[src/design/track_diag_consts.svh]
// Constants of the repeated track read diagnostic
`ifndef TRACK_DIAG_CONSTS_SVH
`define TRACK_DIAG_CONSTS_SVH

// ==================================================
// Timing
`define CLK_HZ          25000000
`define IDX_WAIT_MS     18
`define RDY_WAIT_S      1
`define SEQ_WAIT_S      30
`define OFS_WAIT_MS     200
`define RECAL_DROP_US   10
`define IDX_WAIT_CYC    (`IDX_WAIT_MS * (`CLK_HZ / 1000))
`define RDY_WAIT_CYC    (`RDY_WAIT_S * `CLK_HZ)
`define SEQ_WAIT_CYC    (`SEQ_WAIT_S * `CLK_HZ)
`define OFS_WAIT_CYC    (`OFS_WAIT_MS * (`CLK_HZ / 1000))
`define RECAL_DROP_CYC  (`RECAL_DROP_US * (`CLK_HZ / 1000000))

// ==================================================
// Register addresses
`define A_CYL_HI        8'h00
`define A_CYL_LO        8'h01
`define A_HEAD          8'h02
`define A_PATTERN       8'h03
`define A_OFFSET        8'h04
`define A_TRIES_HI      8'h08
`define A_TRIES_LO      8'h09
`define A_ERRS_HI       8'h0A
`define A_ERRS_LO       8'h0B
`define A_CTRL          8'h10
`define A_CODE          8'h11

// ==================================================
// Fields, limits and reset values
`define CTRL_START_BIT  0
`define CYL_HI_MAX      8'h03
`define HEAD_MAX        8'h12
`define OFFSET_MAX      8'h1F
`define PARAM_RST       8'h00
`define PATTERN_RST     8'hDB
`define TRIES_FULL      16'hFFFF
`define COUNT_ZERO      16'h0000
`define ONE16           16'h0001
`define TIMER_ZERO      32'h0000_0000
`define TIMER_ONE       32'h0000_0001

// ==================================================
// Completion and error codes
`define C_NONE          8'h00
`define C_PARAM         8'h01
`define C_NO_INDEX      8'h02
`define C_UNSAFE        8'h03
`define C_READ_ERR      8'h04
`define C_NOT_ONLINE    8'hA1
`define C_NOT_READY     8'hA2
`define C_STILL_READY   8'hA3
`define C_SEEK_INC      8'hA4
`define C_RDY_TIMEOUT   8'hA5
`define C_SEQ_TIMEOUT   8'hA6
`define C_OFS_TIMEOUT   8'hA7
`define C_SUCCESS       8'hFF

`endif

[src/design/track_diag_pkg.sv]
// Types of the repeated track read diagnostic
package track_diag_pkg;

  // ==================================================
  // Sequencer states
  typedef enum logic [12:0] {
    ST_IDLE     = 13'b0_0000_0000_0001,
    ST_CHECK    = 13'b0_0000_0000_0010,
    ST_SEQWAIT  = 13'b0_0000_0000_0100,
    ST_RECAL    = 13'b0_0000_0000_1000,
    ST_RECDROP  = 13'b0_0000_0001_0000,
    ST_RECRDY   = 13'b0_0000_0010_0000,
    ST_SEEK     = 13'b0_0000_0100_0000,
    ST_SEEKRDY  = 13'b0_0000_1000_0000,
    ST_OFFSET   = 13'b0_0001_0000_0000,
    ST_OFSRDY   = 13'b0_0010_0000_0000,
    ST_IDXWAIT  = 13'b0_0100_0000_0000,
    ST_READ     = 13'b0_1000_0000_0000,
    ST_DONE     = 13'b1_0000_0000_0000
  } seqState_e;

  // ==================================================
  // Drive status lines
  typedef struct packed {
    logic online;
    logic ready;
    logic index;
    logic unsafe;
    logic seekInc;
    logic offsetRdy;
    logic readDone;
    logic readErr;
  } driveIn_s;

  // ==================================================
  // Drive commands and target
  typedef struct packed {
    logic       recal;
    logic       seek;
    logic       offset;
    logic       offsetReset;
    logic       read;
    logic [9:0] cyl;
    logic [7:0] head;
    logic [7:0] offsetVal;
  } driveCmd_s;

endpackage

[src/design/track_read_diag.sv]
// Repeated track read diagnostic sequencer
//
// Design decisions made here: the address-and-strobe port and the address map.
`timescale 1ns/100ps
`include "track_diag_consts.svh"
// Functional notes
// - Check head, cylinder and offset bytes (offset 00-1F); end with 01 if bad.
// - With no explicit selection, target head 00 on cylinder 000.
// - Wait for index at most 18 ms; end with code 02 otherwise.
// - Unsafe during the repeated reads stops the run with code 03.
// - Read error gives 04; bytes 08/09 attempts, 0A/0B errors.
// - Attempt counter allows 65535 reads; zero marks normal completion.
// - Run switch ends early; attempt counter keeps a nonzero remainder.
// - Drive not online before recalibrate ends with code A1.
// - Drive not ready before recalibrate ends with code A2.
// - Ready still asserted after recalibrate issued ends with code A3.
// - Not ready within one second after recalibrate or seek ends with A5.
// - Not online and ready within 30 s after sequencing up ends with A6.
// - No offset ready within 200 ms after offset command ends with A7.

module track_read_diag
  import track_diag_pkg::*;
#(
  parameter logic [31:0] IDX_WAIT_CYC = `IDX_WAIT_CYC,
  parameter logic [31:0] RDY_WAIT_CYC = `RDY_WAIT_CYC,
  parameter logic [31:0] SEQ_WAIT_CYC = `SEQ_WAIT_CYC,
  parameter logic [31:0] OFS_WAIT_CYC = `OFS_WAIT_CYC
) (
  input  wire logic       core_clk,
  input  wire logic       rst_n,
  input  wire logic [7:0] regAddr,
  input  wire logic [7:0] regWdata,
  input  wire logic       regWr,
  input  wire logic       regRd,
  output logic      [7:0] regRdata,
  input  wire logic       runSwitch,
  input  wire driveIn_s   driveIn,
  output driveCmd_s       driveCmd,
  output logic            busy,
  output logic      [7:0] resultCode
);

  // ==================================================
  // Helpers
  function automatic logic paramsValid(input logic [7:0] cylHi, input logic [7:0] head,
                                       input logic [7:0] ofs);
    paramsValid = (cylHi <= `CYL_HI_MAX) && (head <= `HEAD_MAX) && (ofs <= `OFFSET_MAX);
  endfunction

  function automatic logic [31:0] tick(input logic [31:0] t);
    tick = (t == `TIMER_ZERO) ? `TIMER_ZERO : t - `TIMER_ONE;
  endfunction

  // ==================================================
  // Input synchronisers
  driveIn_s  drvMeta_r;
  driveIn_s  drv_r;
  logic      runMeta_r;
  logic      run_r;
  logic      runPrev_r;

  always_ff @(posedge core_clk or negedge rst_n) begin
    if (!rst_n) begin
      drvMeta_r <= '0;
      drv_r     <= '0;
      runMeta_r <= 1'b0;
      run_r     <= 1'b0;
      runPrev_r <= 1'b0;
    end else begin
      drvMeta_r <= driveIn;
      drv_r     <= drvMeta_r;
      runMeta_r <= runSwitch;
      run_r     <= runMeta_r;
      runPrev_r <= run_r;
    end
  end

  logic runPress;
  assign runPress = run_r && !runPrev_r;

  // ==================================================
  // Parameter bytes and bus read path
  logic [7:0] cylHi_r;
  logic [7:0] cylLo_r;
  logic [7:0] head_r;
  logic [7:0] pattern_r;
  logic [7:0] offset_r;
  logic [7:0] rdata_r;
  logic [7:0] cylHi_nxt;
  logic [7:0] cylLo_nxt;
  logic [7:0] head_nxt;
  logic [7:0] pattern_nxt;
  logic [7:0] offset_nxt;
  logic [7:0] rdata_nxt;
  logic [15:0] tries_r;
  logic [15:0] errs_r;
  logic [7:0]  code_r;
  logic        busy_r;
  logic        paramWr;

  assign paramWr = regWr && !busy_r;

  always_comb begin
    cylHi_nxt   = cylHi_r;
    cylLo_nxt   = cylLo_r;
    head_nxt    = head_r;
    pattern_nxt = pattern_r;
    offset_nxt  = offset_r;
    rdata_nxt   = `PARAM_RST;
    if (paramWr) begin
      case (regAddr)
        `A_CYL_HI:  cylHi_nxt   = regWdata;
        `A_CYL_LO:  cylLo_nxt   = regWdata;
        `A_HEAD:    head_nxt    = regWdata;
        `A_PATTERN: pattern_nxt = regWdata;
        `A_OFFSET:  offset_nxt  = regWdata;
        default:    ;
      endcase
    end
    if (regRd) begin
      case (regAddr)
        `A_CYL_HI:   rdata_nxt = cylHi_r;
        `A_CYL_LO:   rdata_nxt = cylLo_r;
        `A_HEAD:     rdata_nxt = head_r;
        `A_PATTERN:  rdata_nxt = pattern_r;
        `A_OFFSET:   rdata_nxt = offset_r;
        `A_TRIES_HI: rdata_nxt = tries_r[15:8];
        `A_TRIES_LO: rdata_nxt = tries_r[7:0];
        `A_ERRS_HI:  rdata_nxt = errs_r[15:8];
        `A_ERRS_LO:  rdata_nxt = errs_r[7:0];
        `A_CTRL:     rdata_nxt = {7'h00, busy_r};
        `A_CODE:     rdata_nxt = code_r;
        default:     rdata_nxt = `PARAM_RST;
      endcase
    end
  end

  // Reset values select head 00, cylinder 000
  always_ff @(posedge core_clk or negedge rst_n) begin
    if (!rst_n) begin
      cylHi_r   <= `PARAM_RST;
      cylLo_r   <= `PARAM_RST;
      head_r    <= `PARAM_RST;
      pattern_r <= `PATTERN_RST;
      offset_r  <= `PARAM_RST;
      rdata_r   <= `PARAM_RST;
    end else begin
      cylHi_r   <= cylHi_nxt;
      cylLo_r   <= cylLo_nxt;
      head_r    <= head_nxt;
      pattern_r <= pattern_nxt;
      offset_r  <= offset_nxt;
      rdata_r   <= rdata_nxt;
    end
  end

  // ==================================================
  // Sequencer
  seqState_e  state_r;
  seqState_e  state_nxt;
  logic [31:0] timer_r;
  logic [31:0] timer_nxt;
  logic [15:0] tries_nxt;
  logic [15:0] errs_nxt;
  logic [7:0]  code_nxt;
  logic        busy_nxt;
  driveCmd_s   cmd_r;
  driveCmd_s   cmd_nxt;
  logic        startReq;
  logic        timeout;

  assign startReq = (regWr && regAddr == `A_CTRL && regWdata[`CTRL_START_BIT]) || runPress;
  assign timeout  = (timer_r == `TIMER_ZERO);

  always_comb begin
    state_nxt           = state_r;
    timer_nxt           = tick(timer_r);
    tries_nxt           = tries_r;
    errs_nxt            = errs_r;
    code_nxt            = code_r;
    busy_nxt            = busy_r;
    cmd_nxt             = cmd_r;
    cmd_nxt.recal       = 1'b0;
    cmd_nxt.seek        = 1'b0;
    cmd_nxt.offset      = 1'b0;
    cmd_nxt.offsetReset = 1'b0;
    cmd_nxt.read        = 1'b0;
    case (state_r)
      ST_IDLE: begin
        if (startReq) begin
          busy_nxt  = 1'b1;
          code_nxt  = `C_NONE;
          tries_nxt = `TRIES_FULL;
          errs_nxt  = `COUNT_ZERO;
          state_nxt = ST_CHECK;
        end
      end
      ST_CHECK: begin
        if (!paramsValid(cylHi_r, head_r, offset_r)) begin
          code_nxt  = `C_PARAM;
          state_nxt = ST_DONE;
        end else begin
          cmd_nxt.cyl       = {cylHi_r[1:0], cylLo_r};
          cmd_nxt.head      = head_r;
          cmd_nxt.offsetVal = offset_r;
          timer_nxt         = SEQ_WAIT_CYC;
          state_nxt         = ST_SEQWAIT;
        end
      end
      ST_SEQWAIT: begin
        if (drv_r.online && drv_r.ready) begin
          state_nxt = ST_RECAL;
        end else if (timeout) begin
          code_nxt  = `C_SEQ_TIMEOUT;
          state_nxt = ST_DONE;
        end
      end
      ST_RECAL: begin
        if (!drv_r.online) begin
          code_nxt  = `C_NOT_ONLINE;
          state_nxt = ST_DONE;
        end else if (!drv_r.ready) begin
          code_nxt  = `C_NOT_READY;
          state_nxt = ST_DONE;
        end else begin
          cmd_nxt.recal = 1'b1;
          timer_nxt     = `RECAL_DROP_CYC;
          state_nxt     = ST_RECDROP;
        end
      end
      ST_RECDROP: begin
        if (!drv_r.ready) begin
          timer_nxt = RDY_WAIT_CYC;
          state_nxt = ST_RECRDY;
        end else if (timeout) begin
          code_nxt  = `C_STILL_READY;
          state_nxt = ST_DONE;
        end
      end
      ST_RECRDY, ST_SEEKRDY: begin
        if (drv_r.seekInc) begin
          code_nxt  = `C_SEEK_INC;
          state_nxt = ST_DONE;
        end else if (drv_r.ready && (state_r == ST_RECRDY || timer_r <= RDY_WAIT_CYC - `RECAL_DROP_CYC)) begin
          state_nxt = (state_r == ST_RECRDY) ? ST_SEEK : ST_OFFSET;
        end else if (timeout) begin
          code_nxt  = `C_RDY_TIMEOUT;
          state_nxt = ST_DONE;
        end
      end
      ST_SEEK: begin
        cmd_nxt.seek = 1'b1;
        timer_nxt    = RDY_WAIT_CYC;
        state_nxt    = ST_SEEKRDY;
      end
      ST_OFFSET: begin
        cmd_nxt.offset      = (offset_r != `PARAM_RST);
        cmd_nxt.offsetReset = (offset_r == `PARAM_RST);
        timer_nxt           = OFS_WAIT_CYC;
        state_nxt           = ST_OFSRDY;
      end
      ST_OFSRDY: begin
        if (drv_r.offsetRdy) begin
          timer_nxt = IDX_WAIT_CYC;
          state_nxt = ST_IDXWAIT;
        end else if (timeout) begin
          code_nxt  = `C_OFS_TIMEOUT;
          state_nxt = ST_DONE;
        end
      end
      ST_IDXWAIT, ST_READ: begin
        if (drv_r.unsafe) begin
          code_nxt  = `C_UNSAFE;
          state_nxt = ST_DONE;
        end else if (runPress) begin
          code_nxt  = (errs_r != `COUNT_ZERO) ? `C_READ_ERR : `C_SUCCESS;
          state_nxt = ST_DONE;
        end else if (state_r == ST_IDXWAIT) begin
          if (drv_r.index) begin
            cmd_nxt.read = 1'b1;
            timer_nxt    = IDX_WAIT_CYC;
            state_nxt    = ST_READ;
          end else if (timeout) begin
            code_nxt  = `C_NO_INDEX;
            state_nxt = ST_DONE;
          end
        end else if (drv_r.readDone) begin
          tries_nxt = tries_r - `ONE16;
          if (drv_r.readErr) begin
            errs_nxt = errs_r + `ONE16;
          end
          timer_nxt = IDX_WAIT_CYC;
          if (tries_r == `ONE16) begin
            code_nxt  = (drv_r.readErr || errs_r != `COUNT_ZERO) ? `C_READ_ERR : `C_SUCCESS;
            state_nxt = ST_DONE;
          end else begin
            state_nxt = ST_IDXWAIT;
          end
        end else if (timeout) begin
          code_nxt  = `C_NO_INDEX;
          state_nxt = ST_DONE;
        end
      end
      ST_DONE: begin
        busy_nxt  = 1'b0;
        state_nxt = ST_IDLE;
      end
      default: begin
        busy_nxt  = 1'b0;
        state_nxt = ST_IDLE;
      end
    endcase
  end

  always_ff @(posedge core_clk or negedge rst_n) begin
    if (!rst_n) begin
      state_r <= ST_IDLE;
      timer_r <= `TIMER_ZERO;
      tries_r <= `COUNT_ZERO;
      errs_r  <= `COUNT_ZERO;
      code_r  <= `C_NONE;
      busy_r  <= 1'b0;
      cmd_r   <= '0;
    end else begin
      state_r <= state_nxt;
      timer_r <= timer_nxt;
      tries_r <= tries_nxt;
      errs_r  <= errs_nxt;
      code_r  <= code_nxt;
      busy_r  <= busy_nxt;
      cmd_r   <= cmd_nxt;
    end
  end

  assign regRdata   = rdata_r;
  assign driveCmd   = cmd_r;
  assign busy       = busy_r;
  assign resultCode = code_r;

endmodule

[config.mk]
export PLATFORM = sky130hd
export DESIGN_NAME = track_read_diag
export DESIGN_NICKNAME = d
export VERILOG_FILES = /design/src/design/track_diag_pkg.sv /design/src/design/track_read_diag.sv
export VERILOG_INCLUDE_DIRS = /design/src /design/src/design
export SDC_FILE = /design/constraint.sdc
export NUM_CORES = 1
export LEC_CHECK = 0
export ABC_CLOCK_PERIOD_IN_PS = 5700
export BUFFER_PORTS_ARGS = -buffer_cell sky130_fd_sc_hd__buf_2
export CAP_MARGIN = 20
export CORE_MARGIN = 4
export CORE_UTILIZATION = 40
export CTS_BUF_LIST = sky130_fd_sc_hd__clkbuf_2 sky130_fd_sc_hd__clkbuf_4 sky130_fd_sc_hd__clkbuf_8
export DETAILED_ROUTE_END_ITERATION = 10
export HOLD_SLACK_MARGIN = 0.1
export SLEW_MARGIN = 20
export SYNTH_ARGS = -nofsm -noshare
export SYNTH_HDL_FRONTEND = slang
export SYNTH_SLANG_ARGS = --single-unit
[constraint.sdc]
create_clock -name core_clk -period 5.7 [get_ports core_clk]
set_input_delay 1.14 -clock core_clk [delete_from_list [all_inputs] [get_ports core_clk]]
set_output_delay 1.14 -clock core_clk [all_outputs]
set_load 0.02 [all_outputs]
**Yosys cells after proc, flatten, opt, wreduce, memory -nomap -nowiden**

Index checks and enable logic that the tools add are counted.

- Word-level logic and storage cells: 201
- Flip-flop bits (word level): 184

- Bitwise operators: 1
- Reductions and logical operators: 33
- Mux-type cells: 80
- Equality and inequality tests: 41
- Add/sub/neg operators: 3
- $lt $le $gt $ge: 4

Operator list:

| kind | number |
|---|---|
| $mux W32 | 11 |
| $pmux W32 S7 | 1 |
| $mux W13 | 16 |
| $mux W8 | 23 |
| $mux W16 | 11 |
| $pmux W13 S10 | 1 |
| $pmux W8 S11 | 1 |
| $pmux W16 S2 | 2 |
| $pmux W8 S8 | 1 |
| $eq A8 B4 Y1 const B | 4 |
| $le A32 B25 Y1 const B | 1 |
| $logic_not A32 Y1 | 1 |
| $sub A32 B1 Y32 const B | 1 |
| $ne A2 B2 Y1 const B | 13 |
| $add A16 B1 Y16 const B | 1 |
| $eq A16 B1 Y1 const B | 1 |
| $eq A8 B2 Y1 const B | 2 |
| $eq A8 B5 Y1 const B | 2 |
| $le A8 B5 Y1 const B | 2 |
| $logic_not A8 Y1 | 2 |
| $reduce_bool A16 Y1 | 1 |
| $reduce_bool A8 Y1 | 2 |
| $sub A16 B1 Y16 const B | 1 |
| $reduce_and A14 Y1 | 1 |
| other kinds (32) | 60 |

**Longest topological paths before layout**

- Depth after elaboration: 9
- Gate-level depth with buffers: 11
- Gate-level depth less buffers: 9

**Worst setup path after synthesis**

OpenSTA, ideal clock, no wires.

- Path kind: input port to flip-flop
- From: input regAddr[5]
- To: register head_r[0]
- Data arrival time: 3.041 ns
- Stages on the path: 6
- Slack: 2.535 ns
- Path buffers: 1
- Required time: 5.575 ns
- Cells stage by stage: nor4_1 or3b_2 clkbuf_1 nor2_1 nand2_1 mux2_2

- Longest elaborated chain between the ends: 2

Ends and longest elaborated chain:

| item | line | RTL |
|---|---|---|
| start, declared | track_read_diag.sv:31 | `input wire logic [7:0] regAddr,` |
| $eq A8 B2 Y1 | track_read_diag.sv:111 | `case (regAddr)` |
| $reduce_and A2 Y1 (no line) | - |  |
| end signal, assigned | track_read_diag.sv:143 | `` head_r <= `PARAM_RST; `` |
| end signal, assigned | track_read_diag.sv:150 | `head_r <= head_nxt;` |
| end, declared | track_read_diag.sv:85 | `logic [7:0] head_r;` |

Every way passes these cells.
A chain may end at the register's enable or synchronous reset.

**Worst setup path after layout**

- From: register state_r[4]
- To: register errs_r[7]

- Longest elaborated chain between the ends: 4

Ends and longest elaborated chain:

| item | line | RTL |
|---|---|---|
| start, declared | track_read_diag.sv:159 | `seqState_e state_r;` |
| start signal, assigned | track_read_diag.sv:325 | `state_r <= state_nxt;` |
| $eq A13 B11 Y1 or $eq A13 B12 Y1 (tied branches) | track_read_diag.sv:188, track_read_diag.sv:278 |  |
| $reduce_or A2 Y1 | track_read_diag.sv:188 | `case (state_r)` |
| $ne A2 B2 Y1 (no line) or $reduce_bool A2 Y1 (tied branches) | - |  |
| $reduce_and A7 Y1 (no line) | - |  |
| end signal, assigned | track_read_diag.sv:320 | `` errs_r <= `COUNT_ZERO; `` |
| end signal, assigned | track_read_diag.sv:328 | `errs_r <= errs_nxt;` |
| end, declared | track_read_diag.sv:96 | `logic [15:0] errs_r;` |

Parallel ways exist; a longest one is shown, timed or not.

==> metrics.cfg <==
[status]
outcome = finished, final reports clean

[yosys]
avgSynthCellArea_sq_um = 9.819
muxShareOfSynthArea_pct = 5.521
mappedNetlistNets = 979
synth_area_sq_um = 9269
yosys.area_share.adder_pct = 0.8099
ys_top_cells_by_area = dfrtp_1 48%, nand2_1 5.6%, mux2_2 5.0%, nor2_1 3.2%, o21ai_0 2.6%
synth_xor_area_share_pct = 4.347
synth_warnings = 0
synth_cells = 944
synth_top_area_share_pct = 47.79
ys_async_sr_fraction_pct = 100.0
ys_top_cells_by_count = 177 x dfrtp_1, 139 x nand2_1, 78 x nor2_1, 48 x o21ai_0, 41 x mux2_2
yosys.area.top_type = dfrtp_1
synth-compound-area-share_pct = 13.46
synth_seq_cells = 184
seq_area_frac_synth_pct = 49.77
dominantRegCellSynth = dfrtp_1
synth-simple-area-share_pct = 23.66
synth_top_family_by_area = simple AND/OR/NAND/NOR gates
yosysMostFrequentCell = dfrtp_1
synth_edf_count = 0
synth_cell_types = 70

[critical_path]
worstPathRequired_ps = 6100
endpoint_kind = flip-flop
crit_type = reg -> reg
critPathLaunchType = flip-flop
arrival_ps = 4180
cp_max_fo = 21

[route]
firstDrtPassIters = 7
vias_per_cell = 5.847
detail-route-antenna-nets = 0
dr_total_vias = 7648
drc_errors = 0
wire_per_inst_microns = 19.72
drt_iter0_drc = 824
finalWirelength_microns = 25790

[finish]
antenna_cells = 0
multi_input_area_sq_um = 4431
regArea_sq_um = 4613
fillCellCount = 2172
area_growth_pct = 11.66
drive_gt1_share_pct = 18.08
fin_area_sq_um = 10350
nets = 1045

[clock_tree]
clk-insertion-delay-late_ps = 500
holdBufCountCts = 0
cts.repair.resized = 0
clock_sink_count = 184
cts.path.max_buffers = 2
cts_tree = done
cts-root-buf = clkbuf_8
cts-htree-levels = 4
post_cts_buffers = 0
clk_pin_slew_ps = 110
cts_made_buffers = 17

[power_and_ir_drop]
internal_power_mw = 1.956
p_comb_share_pct = 14.4
seqPwrFrac_pct = 53.2
power_switching_mw = 0.9926
swShare_pct = 33.66
cellPowerDensity_nw_per_um2 = 284.9
vdd_drop_max_mv = 0.1424
power_frac_clock_pct = 32.4
power.leakage_nw = 4.696

[sta]
fin_crit_sh_pct = 66.17
max_freq_ghz = 0.2651
rsz0062_at_grt = no
worst_pin_slew_ps = 1086
finalSetupTns_ps = 0
slew-limit-headroom_pct = 26.96
slew_viol_final = 0
post-route-min-period_ps = 3772
final_hold_viol_count = 0
fin_worst_skew_ps = 21.26
setup_viol = 0

[placed_design]
port_buffers = 76
place_congestion = 0.9098
dpl-instance-area_sq_um = 9899
post-dp-hpwl_microns = 18920

[global_route]
grt_pass1_wl_microns = 41370
grt_pass1_vias = 7261
grt_max_degree = 97
grt-ovfl-total = 0
grtUsageTotal_pct = 20.24
antenna_found_initial = 0

[floorplan]
num_rows = 55
start_util_pct = 40.82
io_pins = 77
die_y_microns = 160.2
dieArea_sq_um = 25670
die_x_microns = 160.2
core-area_sq_um = 22710

[run]
maxCapViolations = 0

[worst_hold_path]
hold_path.class = reg -> reg

## flip-flops by register name (all words and copies together), names as in the netlist
signal / flops
busy: 1
cylHi_r: 8
cylLo_r: 8
driveCmd: 31
drvMeta_r: 8
drv_r: 8
errs_r: 16
head_r: 8
offset_r: 8
pattern_r: 8
regRdata: 8
resultCode: 8
runMeta_r: 1
runPrev_r: 1
run_r: 1
state_r: 13
timer_r: 32
tries_r: 16
## cells by family after synthesis
family	Yosys count
buffers and inverters	50
AOI/OAI and AO/OA	185
muxes	46
DFF	184
xor gates and xnor gates	46
adders and majority gates	6
and+or+nand+nor	427
## power by group through the flow
stage	clock network (mW)	registers, mW	logic (mW)
6_report	0.956	1.57	0.425
5_1_grt	1.04	1.59	0.481
4_1_cts	0.978	1.57	0.426
3_5_place_dp	0	1.59	0.423
3_3_place_gp	0	1.59	0.417
2_1_floorplan	0	1.56	0.295
## layout by cell type, fill, tap and decap left out, drive strengths merged, types with 6 or more instances in the layout
cell / synthesis / final
dfrtp: 177 / 177
nand2: 139 / 139
buf: 12 / 80
nor2: 78 / 78
o21ai: 53 / 53
mux2: 41 / 41
a21oi: 36 / 36
nand3: 33 / 33
nor3: 32 / 32
xnor2: 27 / 27
or3: 23 / 23
nor4: 22 / 22
inv: 15 / 20
xor2: 19 / 19
clkbuf: 22 / 18
and2: 13 / 13
or4: 13 / 13
a222oi: 12 / 12
and3: 11 / 11
clkinv: 1 / 11
nor2b: 9 / 9
nand4: 9 / 9
a22oi: 9 / 9
a221oi: 9 / 9
a31oi: 8 / 8
nand2b: 7 / 7
nand4b: 7 / 7
dfstp: 7 / 7
a31o: 6 / 6
o211ai: 6 / 6
a211oi: 6 / 6
ha: 6 / 6
## per-layer routing
metal  global-route usage (%)  part of all wire [%]  up-vias
li1                         -                     -     3582
met3                    4.310                   6.7       29
met1                    29.55                    46     3764
met2                    30.83                    46      273
met5                        0                     0        -
met4                    5.045                   1.3        0
## stage by stage
step / instances / total power, mW / utilization (%) / hold WS (ps) / worst slack (ps)
floorplan: 944 / 1.854 / - / 331.2 / 2535
finish: 1308 / 2.949 / 45.58 / 356.8 / 1928
detailed placement: 1276 / 2.012 / 43.59 / 334.7 / 1830
CTS: 1308 / 2.969 / 45.58 / 359.4 / 1984
global placement: 1276 / 2.005 / 43.59 / 334.6 / 1922
global route: 1308 / 3.105 / 45.58 / 365.0 / 1721
## final cells by class
type / count / area share [%]
Multi-Input combinational cell: 710 / 42.81
Tap cell: 285 / 3.445
Sequential cell: 184 / 44.57
Clock inverter: 15 / 2.091
Inverter: 16 / 0.5803
Timing Repair Buffer: 81 / 4.243
Clock buffer: 17 / 2.261
## critical path, stage by stage, from the launching register on
cell and delay [ps]:
dfrtp_1 530, nor4_1 690, nand4_1 380, nand2b_1 250, buf_4 200, inv_1 480
o2111ai_1 510, or3_1 490, a21oi_1 140
## path summary, 6_finish.rpt
| path | start | end | slack, ps | depth (start not counted) |
|---|---|---|---|---|
| max | state_r[4] | errs_r[7] | 1930 | 8 |
| min | drvMeta_r[1] | drv_r[1] | 360 | 0 |
| max reg2reg | state_r[4] | errs_r[7] | 1930 | 8 |
| min reg2reg | drvMeta_r[1] | drv_r[1] | 360 | 0 |
| max in group asynchronous | rst_n | pattern_r[1] | 4080 | 2 |
| min in group asynchronous | rst_n | drvMeta_r[3] | 690 | 1 |
No activity file was read; power rests on OpenSTA's default activity.
